===== config.mk =====
export PLATFORM = sky130hd
export DESIGN_NAME = dcfs_core
export DESIGN_NICKNAME = d
export VERILOG_FILES = /design/src/core/dcfs_pkg.sv /design/src/core/dcfs_tone_tx.sv /design/src/core/dcfs_core.sv
export VERILOG_INCLUDE_DIRS = /design/src /design/src/core
export SDC_FILE = /design/constraint.sdc
export NUM_CORES = 1
export LEC_CHECK = 0
export ABC_CLOCK_PERIOD_IN_PS = 1950
export BUFFER_PORTS_ARGS = -buffer_cell sky130_fd_sc_hd__buf_4
export CAP_MARGIN = 20
export CORE_MARGIN = 2
export CORE_UTILIZATION = 25
export DETAILED_ROUTE_END_ITERATION = 16
export PLACE_DENSITY_LB_ADDON = 0.1
export SLEW_MARGIN = 30
export SYNTH_ARGS = -nofsm -noshare
export SYNTH_HDL_FRONTEND = slang
export SYNTH_SLANG_ARGS = --single-unit

===== constraint.sdc =====
create_clock -name clk_sys -period 1.95 [get_ports clk_sys]
set_clock_uncertainty 0.05 [all_clocks]
set_input_delay 0 -clock clk_sys [delete_from_list [all_inputs] [get_ports clk_sys]]
set_output_delay 0 -clock clk_sys [all_outputs]
set_load 0.01 [all_outputs]

===== src/core/dcfs_regs.svh =====
// Register offsets, field positions, reset values and timing counts of the fault signalling block
`ifndef DCFS_REGS_SVH
`define DCFS_REGS_SVH

// Register byte offsets
`define DCFS_OFF_DEVICE_CONFIG 8'h00
`define DCFS_OFF_CHAIN_CONTROL 8'h04
`define DCFS_OFF_FAULT_MASK 8'h08
`define DCFS_OFF_FAULT_RESET 8'h0c
`define DCFS_OFF_FAULT_SUMMARY 8'h10
`define DCFS_OFF_FAULT_FLAGS 8'h14

// device_config fields
`define DCFS_CFG_ALERT_EN 0
`define DCFS_CFG_EMBED_EN 1
`define DCFS_CFG_HEARTBEAT_TX_ENABLE 2
`define DCFS_CFG_FT_EN 3
`define DCFS_CFG_RST 4'h0

// chain_control fields
`define DCFS_CTL_DIR 0
`define DCFS_CTL_SLEEP 1
`define DCFS_CTL_BASE 2
`define DCFS_CTL_RST 3'h0

// Fault group positions in mask, reset, flag and summary
`define DCFS_GRP_PWR 0
`define DCFS_GRP_SYS 1
`define DCFS_GRP_OVUV 2
`define DCFS_GRP_OTUT 3
`define DCFS_GRP_COMM 4
`define DCFS_GRP_OTP 5
`define DCFS_GRP_COMP 6
`define DCFS_GRP_PROT 7
// Communication detail flags
`define DCFS_CHAIN_SEEN 8
`define DCFS_HB_FAULT 9
`define DCFS_TONE_FAULT 10
`define DCFS_MASK_RST 11'h000

// Response frame byte positions carrying fault status
`define DCFS_BYTE_DEVADDR 3'h1
`define DCFS_BYTE_REGLO 3'h3

// Timing
`define DCFS_CLK_MHZ 40
`define DCFS_COUPLET_HALF_NS 500
`define DCFS_COUPLET_HALF_CYC ((`DCFS_COUPLET_HALF_NS * `DCFS_CLK_MHZ + 999) / 1000)
`define DCFS_BURST_GAP_NS 2000
`define DCFS_BURST_GAP_CYC ((`DCFS_BURST_GAP_NS * `DCFS_CLK_MHZ + 999) / 1000)
`define DCFS_BURST_PERIOD_US 1000
`define DCFS_BURST_CYC (`DCFS_BURST_PERIOD_US * `DCFS_CLK_MHZ)
`define DCFS_HB_MISS_BURSTS 3
`define DCFS_HB_MISS_CYC (`DCFS_HB_MISS_BURSTS * `DCFS_BURST_CYC)

// Tone couplet counts and receive thresholds
`define DCFS_HB_COUPLETS 8
`define DCFS_FT_COUPLETS 16
`define DCFS_HB_DETECT 4
`define DCFS_FT_DETECT 12

`endif


===== src/core/dcfs_pkg.sv =====
// Types shared by the fault signalling block
`default_nettype none
package dcfs_pkg;

   typedef enum logic [1:0] {TX_IDLE, TX_NEG, TX_GAP} dcfs_tx_state_type;

   typedef enum logic {RX_IDLE, RX_BURST} dcfs_rx_state_type;

endpackage

`default_nettype wire


===== src/core/dcfs_tone_tx.sv =====
// Periodic heartbeat and fault tone transmitter
`timescale 1ns/1ps
`default_nettype none
`include "dcfs_regs.svh"

module dcfs_tone_tx #(
   parameter int unsigned BURST_CYCLES = `DCFS_BURST_CYC
)(
   // Clock and reset
   input wire logic clk_sys,
   input wire logic rst_b,
   // Control
   input wire logic sleep_mode,
   input wire logic hb_enable,
   input wire logic ft_enable,
   input wire logic fault_state,
   // Tone output
   output logic couplet_neg
);

   dcfs_pkg::dcfs_tx_state_type state_q;
   logic [19:0] period_q;
   logic [4:0] left_q;
   logic [5:0] half_q;
   logic burst_start;

   assign burst_start = sleep_mode && (period_q == 20'(BURST_CYCLES - 1));

   always_ff @(posedge clk_sys)
   begin
      if (!rst_b || !sleep_mode || burst_start)
         period_q <= 20'h0_0000;
      else
         period_q <= period_q + 20'h0_0001;
   end

   // Tone kind is chosen once per burst so a burst never changes shape midway
   always_ff @(posedge clk_sys)
   begin
      if (!rst_b || !sleep_mode)
      begin
         state_q <= dcfs_pkg::TX_IDLE;
         left_q <= 5'h00;
         half_q <= 6'h00;
      end
      else
      begin
         unique case (state_q)
            dcfs_pkg::TX_IDLE:
            begin
               if (burst_start && fault_state && ft_enable)
               begin
                  state_q <= dcfs_pkg::TX_NEG;
                  left_q <= 5'(`DCFS_FT_COUPLETS);
                  half_q <= 6'h00;
               end
               else if (burst_start && !fault_state && hb_enable)
               begin
                  state_q <= dcfs_pkg::TX_NEG;
                  left_q <= 5'(`DCFS_HB_COUPLETS);
                  half_q <= 6'h00;
               end
            end
            dcfs_pkg::TX_NEG:
            begin
               if (half_q == 6'(`DCFS_COUPLET_HALF_CYC - 1))
               begin
                  state_q <= dcfs_pkg::TX_GAP;
                  half_q <= 6'h00;
               end
               else
                  half_q <= half_q + 6'h01;
            end
            dcfs_pkg::TX_GAP:
            begin
               if (half_q == 6'(`DCFS_COUPLET_HALF_CYC - 1))
               begin
                  half_q <= 6'h00;
                  left_q <= left_q - 5'h01;
                  state_q <= (left_q == 5'h01) ? dcfs_pkg::TX_IDLE : dcfs_pkg::TX_NEG;
               end
               else
                  half_q <= half_q + 6'h01;
            end
            default:
               state_q <= dcfs_pkg::TX_IDLE;
         endcase
      end
   end

   // Only negative-polarity halves are driven
   assign couplet_neg = (state_q == dcfs_pkg::TX_NEG);

endmodule

`default_nettype wire


===== src/core/dcfs_core.sv =====
// Daisy-chain fault signalling: fault flags, embedded status, alert pin and sleep tones
//
// Design decisions made here: the APB slave port and the register offsets.
`timescale 1ns/1ps
`default_nettype none
`include "dcfs_regs.svh"

module dcfs_core #(
   parameter int unsigned BURST_CYCLES = `DCFS_BURST_CYC,
   parameter int unsigned HB_MISS_CYCLES = `DCFS_HB_MISS_CYC
)(
   // Clock and reset
   input wire logic clk_sys,
   input wire logic rst_b,
   // APB slave
   input wire logic psel,
   input wire logic penable,
   input wire logic pwrite,
   input wire logic [7:0] paddr,
   input wire logic [31:0] pwdata,
   output logic [31:0] prdata,
   output logic pready,
   output logic pslverr,
   // Fault detector conditions, one per group
   input wire logic [7:0] fault_cond,
   input wire logic ovuv_prot_en,
   input wire logic otut_prot_en,
   // Response frame from the chain, bit 8 is the embedded status bit
   input wire logic rx_valid,
   input wire logic rx_first,
   input wire logic [8:0] rx_word,
   // Response frame forwarded on
   output logic tx_valid,
   output logic [8:0] tx_word,
   // Tones
   input wire logic tone_rx_neg,
   output logic couplet_neg_up,
   output logic couplet_neg_down,
   // Alert pin
   output logic fault_alert_n
);

   logic [3:0] device_config_q;
   logic [2:0] chain_control_q;
   logic [10:0] mask_q;
   logic [10:0] flag_q;
   logic [10:0] cond;
   logic [10:0] rst_req;
   logic [7:0] summary;
   logic [7:0] gate;
   logic sleep_m;
   logic fault_state;
   logic wr_en;
   logic addr_hit;
   logic [31:0] rd_d;

   assign sleep_m = chain_control_q[`DCFS_CTL_SLEEP];

   // APB: zero wait states, read data captured in the setup cycle
   assign wr_en = psel && penable && pwrite;
   assign pready = 1'b1;
   assign pslverr = psel && penable && !addr_hit;

   always_comb
   begin
      addr_hit = 1'b1;
      rd_d = 32'h0000_0000;
      unique case (paddr)
         `DCFS_OFF_DEVICE_CONFIG: rd_d = {28'h000_0000, device_config_q};
         `DCFS_OFF_CHAIN_CONTROL: rd_d = {29'h0000_0000, chain_control_q};
         `DCFS_OFF_FAULT_MASK: rd_d = {21'h00_0000, mask_q};
         `DCFS_OFF_FAULT_RESET: rd_d = 32'h0000_0000;
         `DCFS_OFF_FAULT_SUMMARY: rd_d = {24'h00_0000, summary};
         `DCFS_OFF_FAULT_FLAGS: rd_d = {21'h00_0000, flag_q};
         default: addr_hit = 1'b0;
      endcase
   end

   always_ff @(posedge clk_sys)
   begin
      if (!rst_b)
         prdata <= 32'h0000_0000;
      else if (psel && !penable && !pwrite)
         prdata <= rd_d;
   end

   always_ff @(posedge clk_sys)
   begin
      if (!rst_b)
      begin
         device_config_q <= `DCFS_CFG_RST;
         chain_control_q <= `DCFS_CTL_RST;
         mask_q <= `DCFS_MASK_RST;
      end
      else if (wr_en)
      begin
         if (paddr == `DCFS_OFF_DEVICE_CONFIG)
            device_config_q <= pwdata[3:0];
         if (paddr == `DCFS_OFF_CHAIN_CONTROL)
            chain_control_q <= pwdata[2:0];
         if (paddr == `DCFS_OFF_FAULT_MASK)
            mask_q <= pwdata[10:0];
      end
   end

   assign rst_req = (wr_en && paddr == `DCFS_OFF_FAULT_RESET) ? pwdata[10:0] : 11'h000;

   // Detectors that stay alive in sleep; the rest only run when active
   always_comb
   begin
      gate = 8'hff;
      if (sleep_m)
      begin
         gate = 8'h00;
         gate[`DCFS_GRP_PWR] = 1'b1;
         gate[`DCFS_GRP_SYS] = 1'b1;
         gate[`DCFS_GRP_OTP] = 1'b1;
         gate[`DCFS_GRP_OVUV] = ovuv_prot_en;
         gate[`DCFS_GRP_OTUT] = otut_prot_en;
      end
   end

   // Embedded status path
   logic [2:0] idx_q;
   logic [2:0] cur_idx;
   logic [1:0] votes_q;
   logic embed_slot;
   logic vote_ev;
   logic chain_alert_q;

   assign cur_idx = rx_first ? 3'h0 : idx_q;
   assign embed_slot = device_config_q[`DCFS_CFG_EMBED_EN] && !sleep_m
                       && cur_idx >= `DCFS_BYTE_DEVADDR && cur_idx <= `DCFS_BYTE_REGLO;
   assign vote_ev = rx_valid && embed_slot && cur_idx == `DCFS_BYTE_REGLO
                    && (2'(votes_q[0]) + 2'(votes_q[1]) + 2'(rx_word[8])) >= 2'h2;

   always_ff @(posedge clk_sys)
   begin
      if (!rst_b)
      begin
         idx_q <= 3'h0;
         votes_q <= 2'h0;
      end
      else if (rx_valid)
      begin
         idx_q <= (cur_idx == 3'h7) ? cur_idx : cur_idx + 3'h1;
         if (embed_slot && cur_idx == `DCFS_BYTE_DEVADDR)
            votes_q[0] <= rx_word[8];
         if (embed_slot && cur_idx == `DCFS_BYTE_DEVADDR + 3'h1)
            votes_q[1] <= rx_word[8];
      end
   end

   // Forwarded bytes pass one cycle late; status slots get this device's fault ORed in
   always_ff @(posedge clk_sys)
   begin
      if (!rst_b)
      begin
         tx_valid <= 1'b0;
         tx_word <= 9'h000;
      end
      else
      begin
         tx_valid <= rx_valid;
         if (rx_valid)
            tx_word <= {rx_word[8] | (embed_slot & fault_state), rx_word[7:0]};
      end
   end

   // Base device keeps the result of the last completed vote
   always_ff @(posedge clk_sys)
   begin
      if (!rst_b || !chain_control_q[`DCFS_CTL_BASE])
         chain_alert_q <= 1'b0;
      else if (rx_valid && embed_slot && cur_idx == `DCFS_BYTE_REGLO)
         chain_alert_q <= vote_ev;
   end

   // Tone receiver; the pin crosses in through three flops
   logic [2:0] tone_sync_q;
   logic tone_lvl_q;
   logic tone_edge;
   logic [4:0] rx_cnt_q;
   logic [7:0] idle_q;
   logic [19:0] miss_q;
   logic hb_seen;
   logic ft_seen;
   logic hb_miss;
   dcfs_pkg::dcfs_rx_state_type rx_state_q;

   always_ff @(posedge clk_sys)
   begin
      if (!rst_b)
      begin
         tone_sync_q <= 3'h0;
         tone_lvl_q <= 1'b0;
      end
      else
      begin
         tone_sync_q <= {tone_sync_q[1:0], tone_rx_neg};
         if (tone_sync_q[1] == tone_sync_q[2])
            tone_lvl_q <= tone_sync_q[2];
      end
   end

   assign tone_edge = tone_sync_q[1] && tone_sync_q[2] && !tone_lvl_q;
   assign hb_seen = rx_state_q == dcfs_pkg::RX_BURST && idle_q == 8'(`DCFS_BURST_GAP_CYC)
                    && rx_cnt_q >= 5'(`DCFS_HB_DETECT) && rx_cnt_q < 5'(`DCFS_FT_DETECT);
   assign ft_seen = rx_state_q == dcfs_pkg::RX_BURST && idle_q == 8'(`DCFS_BURST_GAP_CYC)
                    && rx_cnt_q >= 5'(`DCFS_FT_DETECT);
   assign hb_miss = sleep_m && miss_q == 20'(HB_MISS_CYCLES - 1);

   // Receiver runs whenever asleep, whatever the transmit enables say
   always_ff @(posedge clk_sys)
   begin
      if (!rst_b || !sleep_m)
      begin
         rx_state_q <= dcfs_pkg::RX_IDLE;
         rx_cnt_q <= 5'h00;
         idle_q <= 8'h00;
      end
      else
      begin
         unique case (rx_state_q)
            dcfs_pkg::RX_IDLE:
               if (tone_edge)
               begin
                  rx_state_q <= dcfs_pkg::RX_BURST;
                  rx_cnt_q <= 5'h01;
                  idle_q <= 8'h00;
               end
            dcfs_pkg::RX_BURST:
               if (tone_edge)
               begin
                  idle_q <= 8'h00;
                  if (rx_cnt_q != 5'h1f)
                     rx_cnt_q <= rx_cnt_q + 5'h01;
               end
               else if (idle_q == 8'(`DCFS_BURST_GAP_CYC))
                  rx_state_q <= dcfs_pkg::RX_IDLE;
               else
                  idle_q <= idle_q + 8'h01;
         endcase
      end
   end

   // A missing heartbeat over several burst periods counts as a heartbeat fault
   always_ff @(posedge clk_sys)
   begin
      if (!rst_b || !sleep_m || hb_seen || ft_seen || hb_miss)
         miss_q <= 20'h0_0000;
      else
         miss_q <= miss_q + 20'h0_0001;
   end

   // Fault flags
   // One driver: tone fault, heartbeat missing and chain fault seen sit above the groups
   assign cond = {ft_seen, hb_miss, vote_ev, fault_cond & gate};

   genvar gi;
   generate
      for (gi = 0; gi < 11; gi++)
      begin : g_flag
         always_ff @(posedge clk_sys)
         begin
            if (!rst_b)
               flag_q[gi] <= 1'b0;
            else if (cond[gi])
               flag_q[gi] <= 1'b1;
            else if (rst_req[gi])
               flag_q[gi] <= 1'b0;
         end
      end
   endgenerate

   // Masks hide a group from the summary but never stop its flag latching
   always_comb
   begin
      summary = flag_q[7:0] & ~mask_q[7:0];
      summary[`DCFS_GRP_COMM] = (flag_q[`DCFS_GRP_COMM] & ~mask_q[`DCFS_GRP_COMM])
                                | |(flag_q[10:8] & ~mask_q[10:8]);
   end

   assign fault_state = |summary;

   always_ff @(posedge clk_sys)
   begin
      if (!rst_b)
         fault_alert_n <= 1'b1;
      else
         fault_alert_n <= !(device_config_q[`DCFS_CFG_ALERT_EN] && (fault_state || chain_alert_q));
   end

   // Tone transmitter
   logic couplet_neg;

   dcfs_tone_tx #(
      .BURST_CYCLES(BURST_CYCLES)
   ) u_tone_tx (
      .clk_sys(clk_sys),
      .rst_b(rst_b),
      .sleep_mode(sleep_m),
      .hb_enable(device_config_q[`DCFS_CFG_HEARTBEAT_TX_ENABLE]),
      .ft_enable(device_config_q[`DCFS_CFG_FT_EN]),
      .fault_state(fault_state),
      .couplet_neg(couplet_neg)
   );

   assign couplet_neg_up = couplet_neg && !chain_control_q[`DCFS_CTL_DIR];
   assign couplet_neg_down = couplet_neg && chain_control_q[`DCFS_CTL_DIR];

   // Checks
   alert_off_a: assert property (@(posedge clk_sys) disable iff (!rst_b)
      !device_config_q[`DCFS_CFG_ALERT_EN] |=> fault_alert_n)
      else $error("alert pin low while disabled");

   alert_on_a: assert property (@(posedge clk_sys) disable iff (!rst_b)
      device_config_q[`DCFS_CFG_ALERT_EN] && fault_state |=> !fault_alert_n)
      else $error("alert pin not raised for summary");

   embed_or_a: assert property (@(posedge clk_sys) disable iff (!rst_b)
      rx_valid && embed_slot && fault_state |=> tx_valid && tx_word[8])
      else $error("fault status not ORed into slot");

   embed_pass_a: assert property (@(posedge clk_sys) disable iff (!rst_b)
      rx_valid && !embed_slot |=> tx_word == $past(rx_word))
      else $error("non-slot byte altered");

   vote_alert_a: assert property (@(posedge clk_sys) disable iff (!rst_b)
      vote_ev && chain_control_q[`DCFS_CTL_BASE] && device_config_q[`DCFS_CFG_ALERT_EN]
      ##1 device_config_q[`DCFS_CFG_ALERT_EN] |=> !fault_alert_n)
      else $error("vote did not raise alert");

   vote_seen_a: assert property (@(posedge clk_sys) disable iff (!rst_b)
      vote_ev |=> flag_q[`DCFS_CHAIN_SEEN])
      else $error("chain fault seen flag not set");

   sleep_gate_a: assert property (@(posedge clk_sys) disable iff (!rst_b)
      sleep_m && !ovuv_prot_en && !flag_q[`DCFS_GRP_OVUV] |=> !flag_q[`DCFS_GRP_OVUV])
      else $error("cell protector flag set while gated");

   tone_mask_a: assert property (@(posedge clk_sys) disable iff (!rst_b)
      mask_q[`DCFS_HB_FAULT] && mask_q[`DCFS_TONE_FAULT] && !flag_q[`DCFS_GRP_COMM]
      && !(flag_q[`DCFS_CHAIN_SEEN] && !mask_q[`DCFS_CHAIN_SEEN]) |-> !summary[`DCFS_GRP_COMM])
      else $error("masked tone fault reached summary");

   group_mask_a: assert property (@(posedge clk_sys) disable iff (!rst_b)
      (mask_q[7:0] & cond[7:0]) != 8'h00
      |=> (flag_q[7:0] & $past(mask_q[7:0] & cond[7:0])) == $past(mask_q[7:0] & cond[7:0])
      && (summary & mask_q[7:0] & 8'hef) == 8'h00)
      else $error("masked group flag or summary wrong");

   reset_hold_a: assert property (@(posedge clk_sys) disable iff (!rst_b)
      (rst_req[7:0] & cond[7:0]) != 8'h00
      |=> (flag_q[7:0] & $past(rst_req[7:0] & cond[7:0])) == $past(rst_req[7:0] & cond[7:0]))
      else $error("flag cleared while condition persists");

   tone_dir_a: assert property (@(posedge clk_sys) disable iff (!rst_b)
      !sleep_m ##1 !sleep_m |-> !couplet_neg_up && !couplet_neg_down)
      else $error("tone sent while active");

endmodule

`default_nettype wire


==> impl_metrics.env <==
export IMPL_post_route_period_util_pct=99.2
export IMPL_hpwl_um=11800
export IMPL_drtIter0Drc=241
export IMPL_die_area_um2=25800
export IMPL_endpoint="u_tone_tx.half_q[5]"
export IMPL_critPathSlowestCell="dfxtp_1"
export IMPL_finalWeightedCongestion=0.714
export IMPL_min_path_type="in2reg"
export IMPL_drt_first_pass_iters=5
export IMPL_hold_viol=0
export IMPL_synth_area_leader_cell="dfxtp_1"
export IMPL_slew_headroom_pct=61.8
export IMPL_arrival_ns=2.18
export IMPL_clock_sinks=128
export IMPL_syn_inst=702
export IMPL_status="completed"
export IMPL_postSynthAreaPerCell_um2=8.75
export IMPL_r2r_cells=8
export IMPL_fill_cells=2556
export IMPL_io_pins=114
export IMPL_crit_path_end_kind="flip-flop"
export IMPL_synth_distinct_cells=66
export IMPL_top_layer_used="met4"
export IMPL_vdd_drop_max_mv=0.350
export IMPL_grt_start_max_net_pins=51
export IMPL_cp_start_kind="flip-flop"
export IMPL_fin_crit_ns=1.94
export IMPL_tritoncts="done"
export IMPL_rsz0062_at_grt="yes"
export IMPL_yosysTopAreaCellShare_pct=41.7
export IMPL_yosys_warnings=0
export IMPL_grt_pass1_vias=5472
export IMPL_hold_path_cell_count=5
export IMPL_drc=0
export IMPL_ys_flop_type="dfxtp_1"
export IMPL_postLayoutCellArea_um2=8520
export IMPL_via_per_inst=4.49
export IMPL_worstMarginPinSlew_ns=0.573
export IMPL_worstPathMaxFanout=4
export IMPL_post_route_cells_drive_above_1_share_pct=22.2
export IMPL_cts_htree_levels=4
export IMPL_r2r_end="u_tone_tx.half_q[5]"
export IMPL_cts_root_buffer="clkbuf_16"
export IMPL_crit_chain="nor2b_1 -> a2111oi_4 -> buf_4 -> a31oi_4 -> o211ai_1 -> buf_4 -> o211ai_1 -> o41ai_2"
export IMPL_clkTransAtPathRegs_ns=0.07
export IMPL_final_setup_viol_count=0
export IMPL_synth_area_leaders="dfxtp_1 42%, nor2_1 7.0%, mux2i_1 5.9%"
export IMPL_worstSkewPairLatency_ns=0.43
export IMPL_antenna_found_initial=0
export IMPL_multi_input_area_um2=3380
export IMPL_die_w_um=161
export IMPL_met2_length_um=8490
export IMPL_slew_viol_final=0
export IMPL_wl_met1_um=7570
export IMPL_io_buffers=70
export IMPL_p_leak_nw=3.31
export IMPL_area_growth_pct=38.7
export IMPL_grt_pass1_wl_um=27600
export IMPL_layout_commonest_cell="buf_4"
export IMPL_crit_type="reg2reg"
export IMPL_max_freq_ghz=0.517
export IMPL_cp_required_ns=2.19
export IMPL_yosysSeqAreaShare_pct=41.7
export IMPL_wl_per_cell_um=13.8
export IMPL_final_antenna_net_count=0
export IMPL_rr_startpoint="flag_q[6]"
export IMPL_num_antenna_cells=0
export IMPL_layout_common_cells="132 x buf_4, 121 x dfxtp_1, 114 x nor2_1, 58 x nand2_1, 47 x dlygate4sd3_1"
export IMPL_cap_violations=0
export IMPL_ys_ff_latch=128
export IMPL_dp_cells=1127
export IMPL_start_util_pct=25.3
export IMPL_reg2reg_slack_ns=0.01
export IMPL_synth_edf_count=0
export IMPL_setup_ws_ns=0.0148
export IMPL_p_total_mw=6.23
export IMPL_synthArstFlopShare_pct=0
export IMPL_core_area_um2=24200
export IMPL_netlist_area_um2=6140
export IMPL_dpl_cell_area_um2=7330
export IMPL_startpoint="flag_q[6]"
export IMPL_cts_buffer_depth=2
export IMPL_ff_latch_area_um2=2570
export IMPL_vias=5443
export IMPL_grt_total_usage_pct=13.4
export IMPL_die_h_um=161
export IMPL_preCtsSetupSlack_ns=-0.0908
export IMPL_rows=57
export IMPL_p_per_area_nw_per_um2=731
export IMPL_grt_ovfl_total=0
export IMPL_layoutNonFillerInstCount=1212
export IMPL_fin_nets=961
export IMPL_fin_tns_setup_ns=0
export IMPL_routed_wl_um=16700
export IMPL_wl_met3_um=434
export IMPL_critPathMaxStageDelay_ns=0.35
export IMPL_numCtsBuffers=17
==> cell usage after synthesis (3+ instances only) <==
cell type and number:
a21oi_1 25, a22oi_1 7, a2bb2oi_1 7, a311oi_1 3, a32oi_1 8, and2_1 7
and3_1 17, and4_1 3, buf_4 23, clkbuf_1 19, dfxtp_1 128, ha_1 19
inv_1 26, mux2i_1 36, nand2_1 58, nand2b_1 13, nand3_1 32, nand4_1 11
nand4b_1 3, nor2_1 114, nor2b_1 11, nor3_1 13, o211ai_1 6, o21ai_0 10
or3_1 4, xnor2_1 14, xor2_1 27
==> flip-flops by register name, summed over array words and instances (netlist names), 4 cells and up <==
name / flops
idle_q: 8
prdata: 11
miss_q: 20
u_tone_tx.left_q: 5
mask_q: 11
device_config_q: 4
u_tone_tx.half_q: 6
u_tone_tx.period_q: 20
rx_cnt_q: 5
flag_q: 11
tx_word: 9
==> cell type report <==
cell class,instances,share of cell area [%]
Multi-Input combinational cell,521,39.7
Sequential cell,128,30.2
Timing Repair Buffer,180,17.4
Clock buffer,18,5.04
Tap cell,324,4.76
Clock inverter,14,1.81
Inverter,27,1.19
==> logic make-up after synthesis <==
| group | share of synthesized area [%] |
|---|---|
| muxes | 5.87 |
| AOI/OAI and AO/OA | 12.1 |
| adders and majority gates | 3.87 |
| xor gates and xnor gates | 5.85 |
| DFF | 41.7 |
| buffers and inverters | 6.09 |
| and+or+nand+nor | 24.4 |
| other | 0.122 |
==> timing repair <==
action | in CTS | in global routing
pin swaps | 9 | 7
resized for setup | 9 | 13
endpoints found under the hold margin | 53 | 0
endpoints found under the setup margin | 9 | 36
cloned | 1 | 0
buffers inserted | 3 | 2
hold buffers | 47 | 0
==> layer usage <==
layer  up-vias  global-route usage (%)
li1       2745                       -
met1      2608                    16.2
met2        75                    23.6
met3        15                    2.89
met4         0                    4.55
met5         -                       0
==> critical path: cells and delay by family, from the launching register on <==
family          cells  cell delay [ns]
compound gates      5             0.81
flops               1             0.35
buf+inv             2             0.32
simple gates        1             0.27
==> through the flow <==
stage / util [%] / hold WS (ns)
global placement: 30.2 / 0.164
finish: 35.1 / 0.0131
floorplan: - / 0.0514
CTS: 34.9 / 0.00439
detailed placement: 30.2 / 0.163
global route: 35.1 / 0.0358
==> power breakdown <==
group	internal, mW	switching (mW)
registers	2.65	0.0192
logic	0.211	0.172
clock network	1.90	1.28
total	4.76	1.47
==> how the worst min path moves through the flow <==
stage | start | endpoint | slack (ns)
floorplan | penable | pslverr | 0.05
global placement | fault_cond[0] | flag_q[0] | 0.16
detailed placement | fault_cond[1] | flag_q[1] | 0.16
CTS | pwrite | prdata[0] | 0.004
global route | penable | prdata[0] | 0.04
finish | pwrite | prdata[0] | 0.01
(Power assumes the default switching activity.)
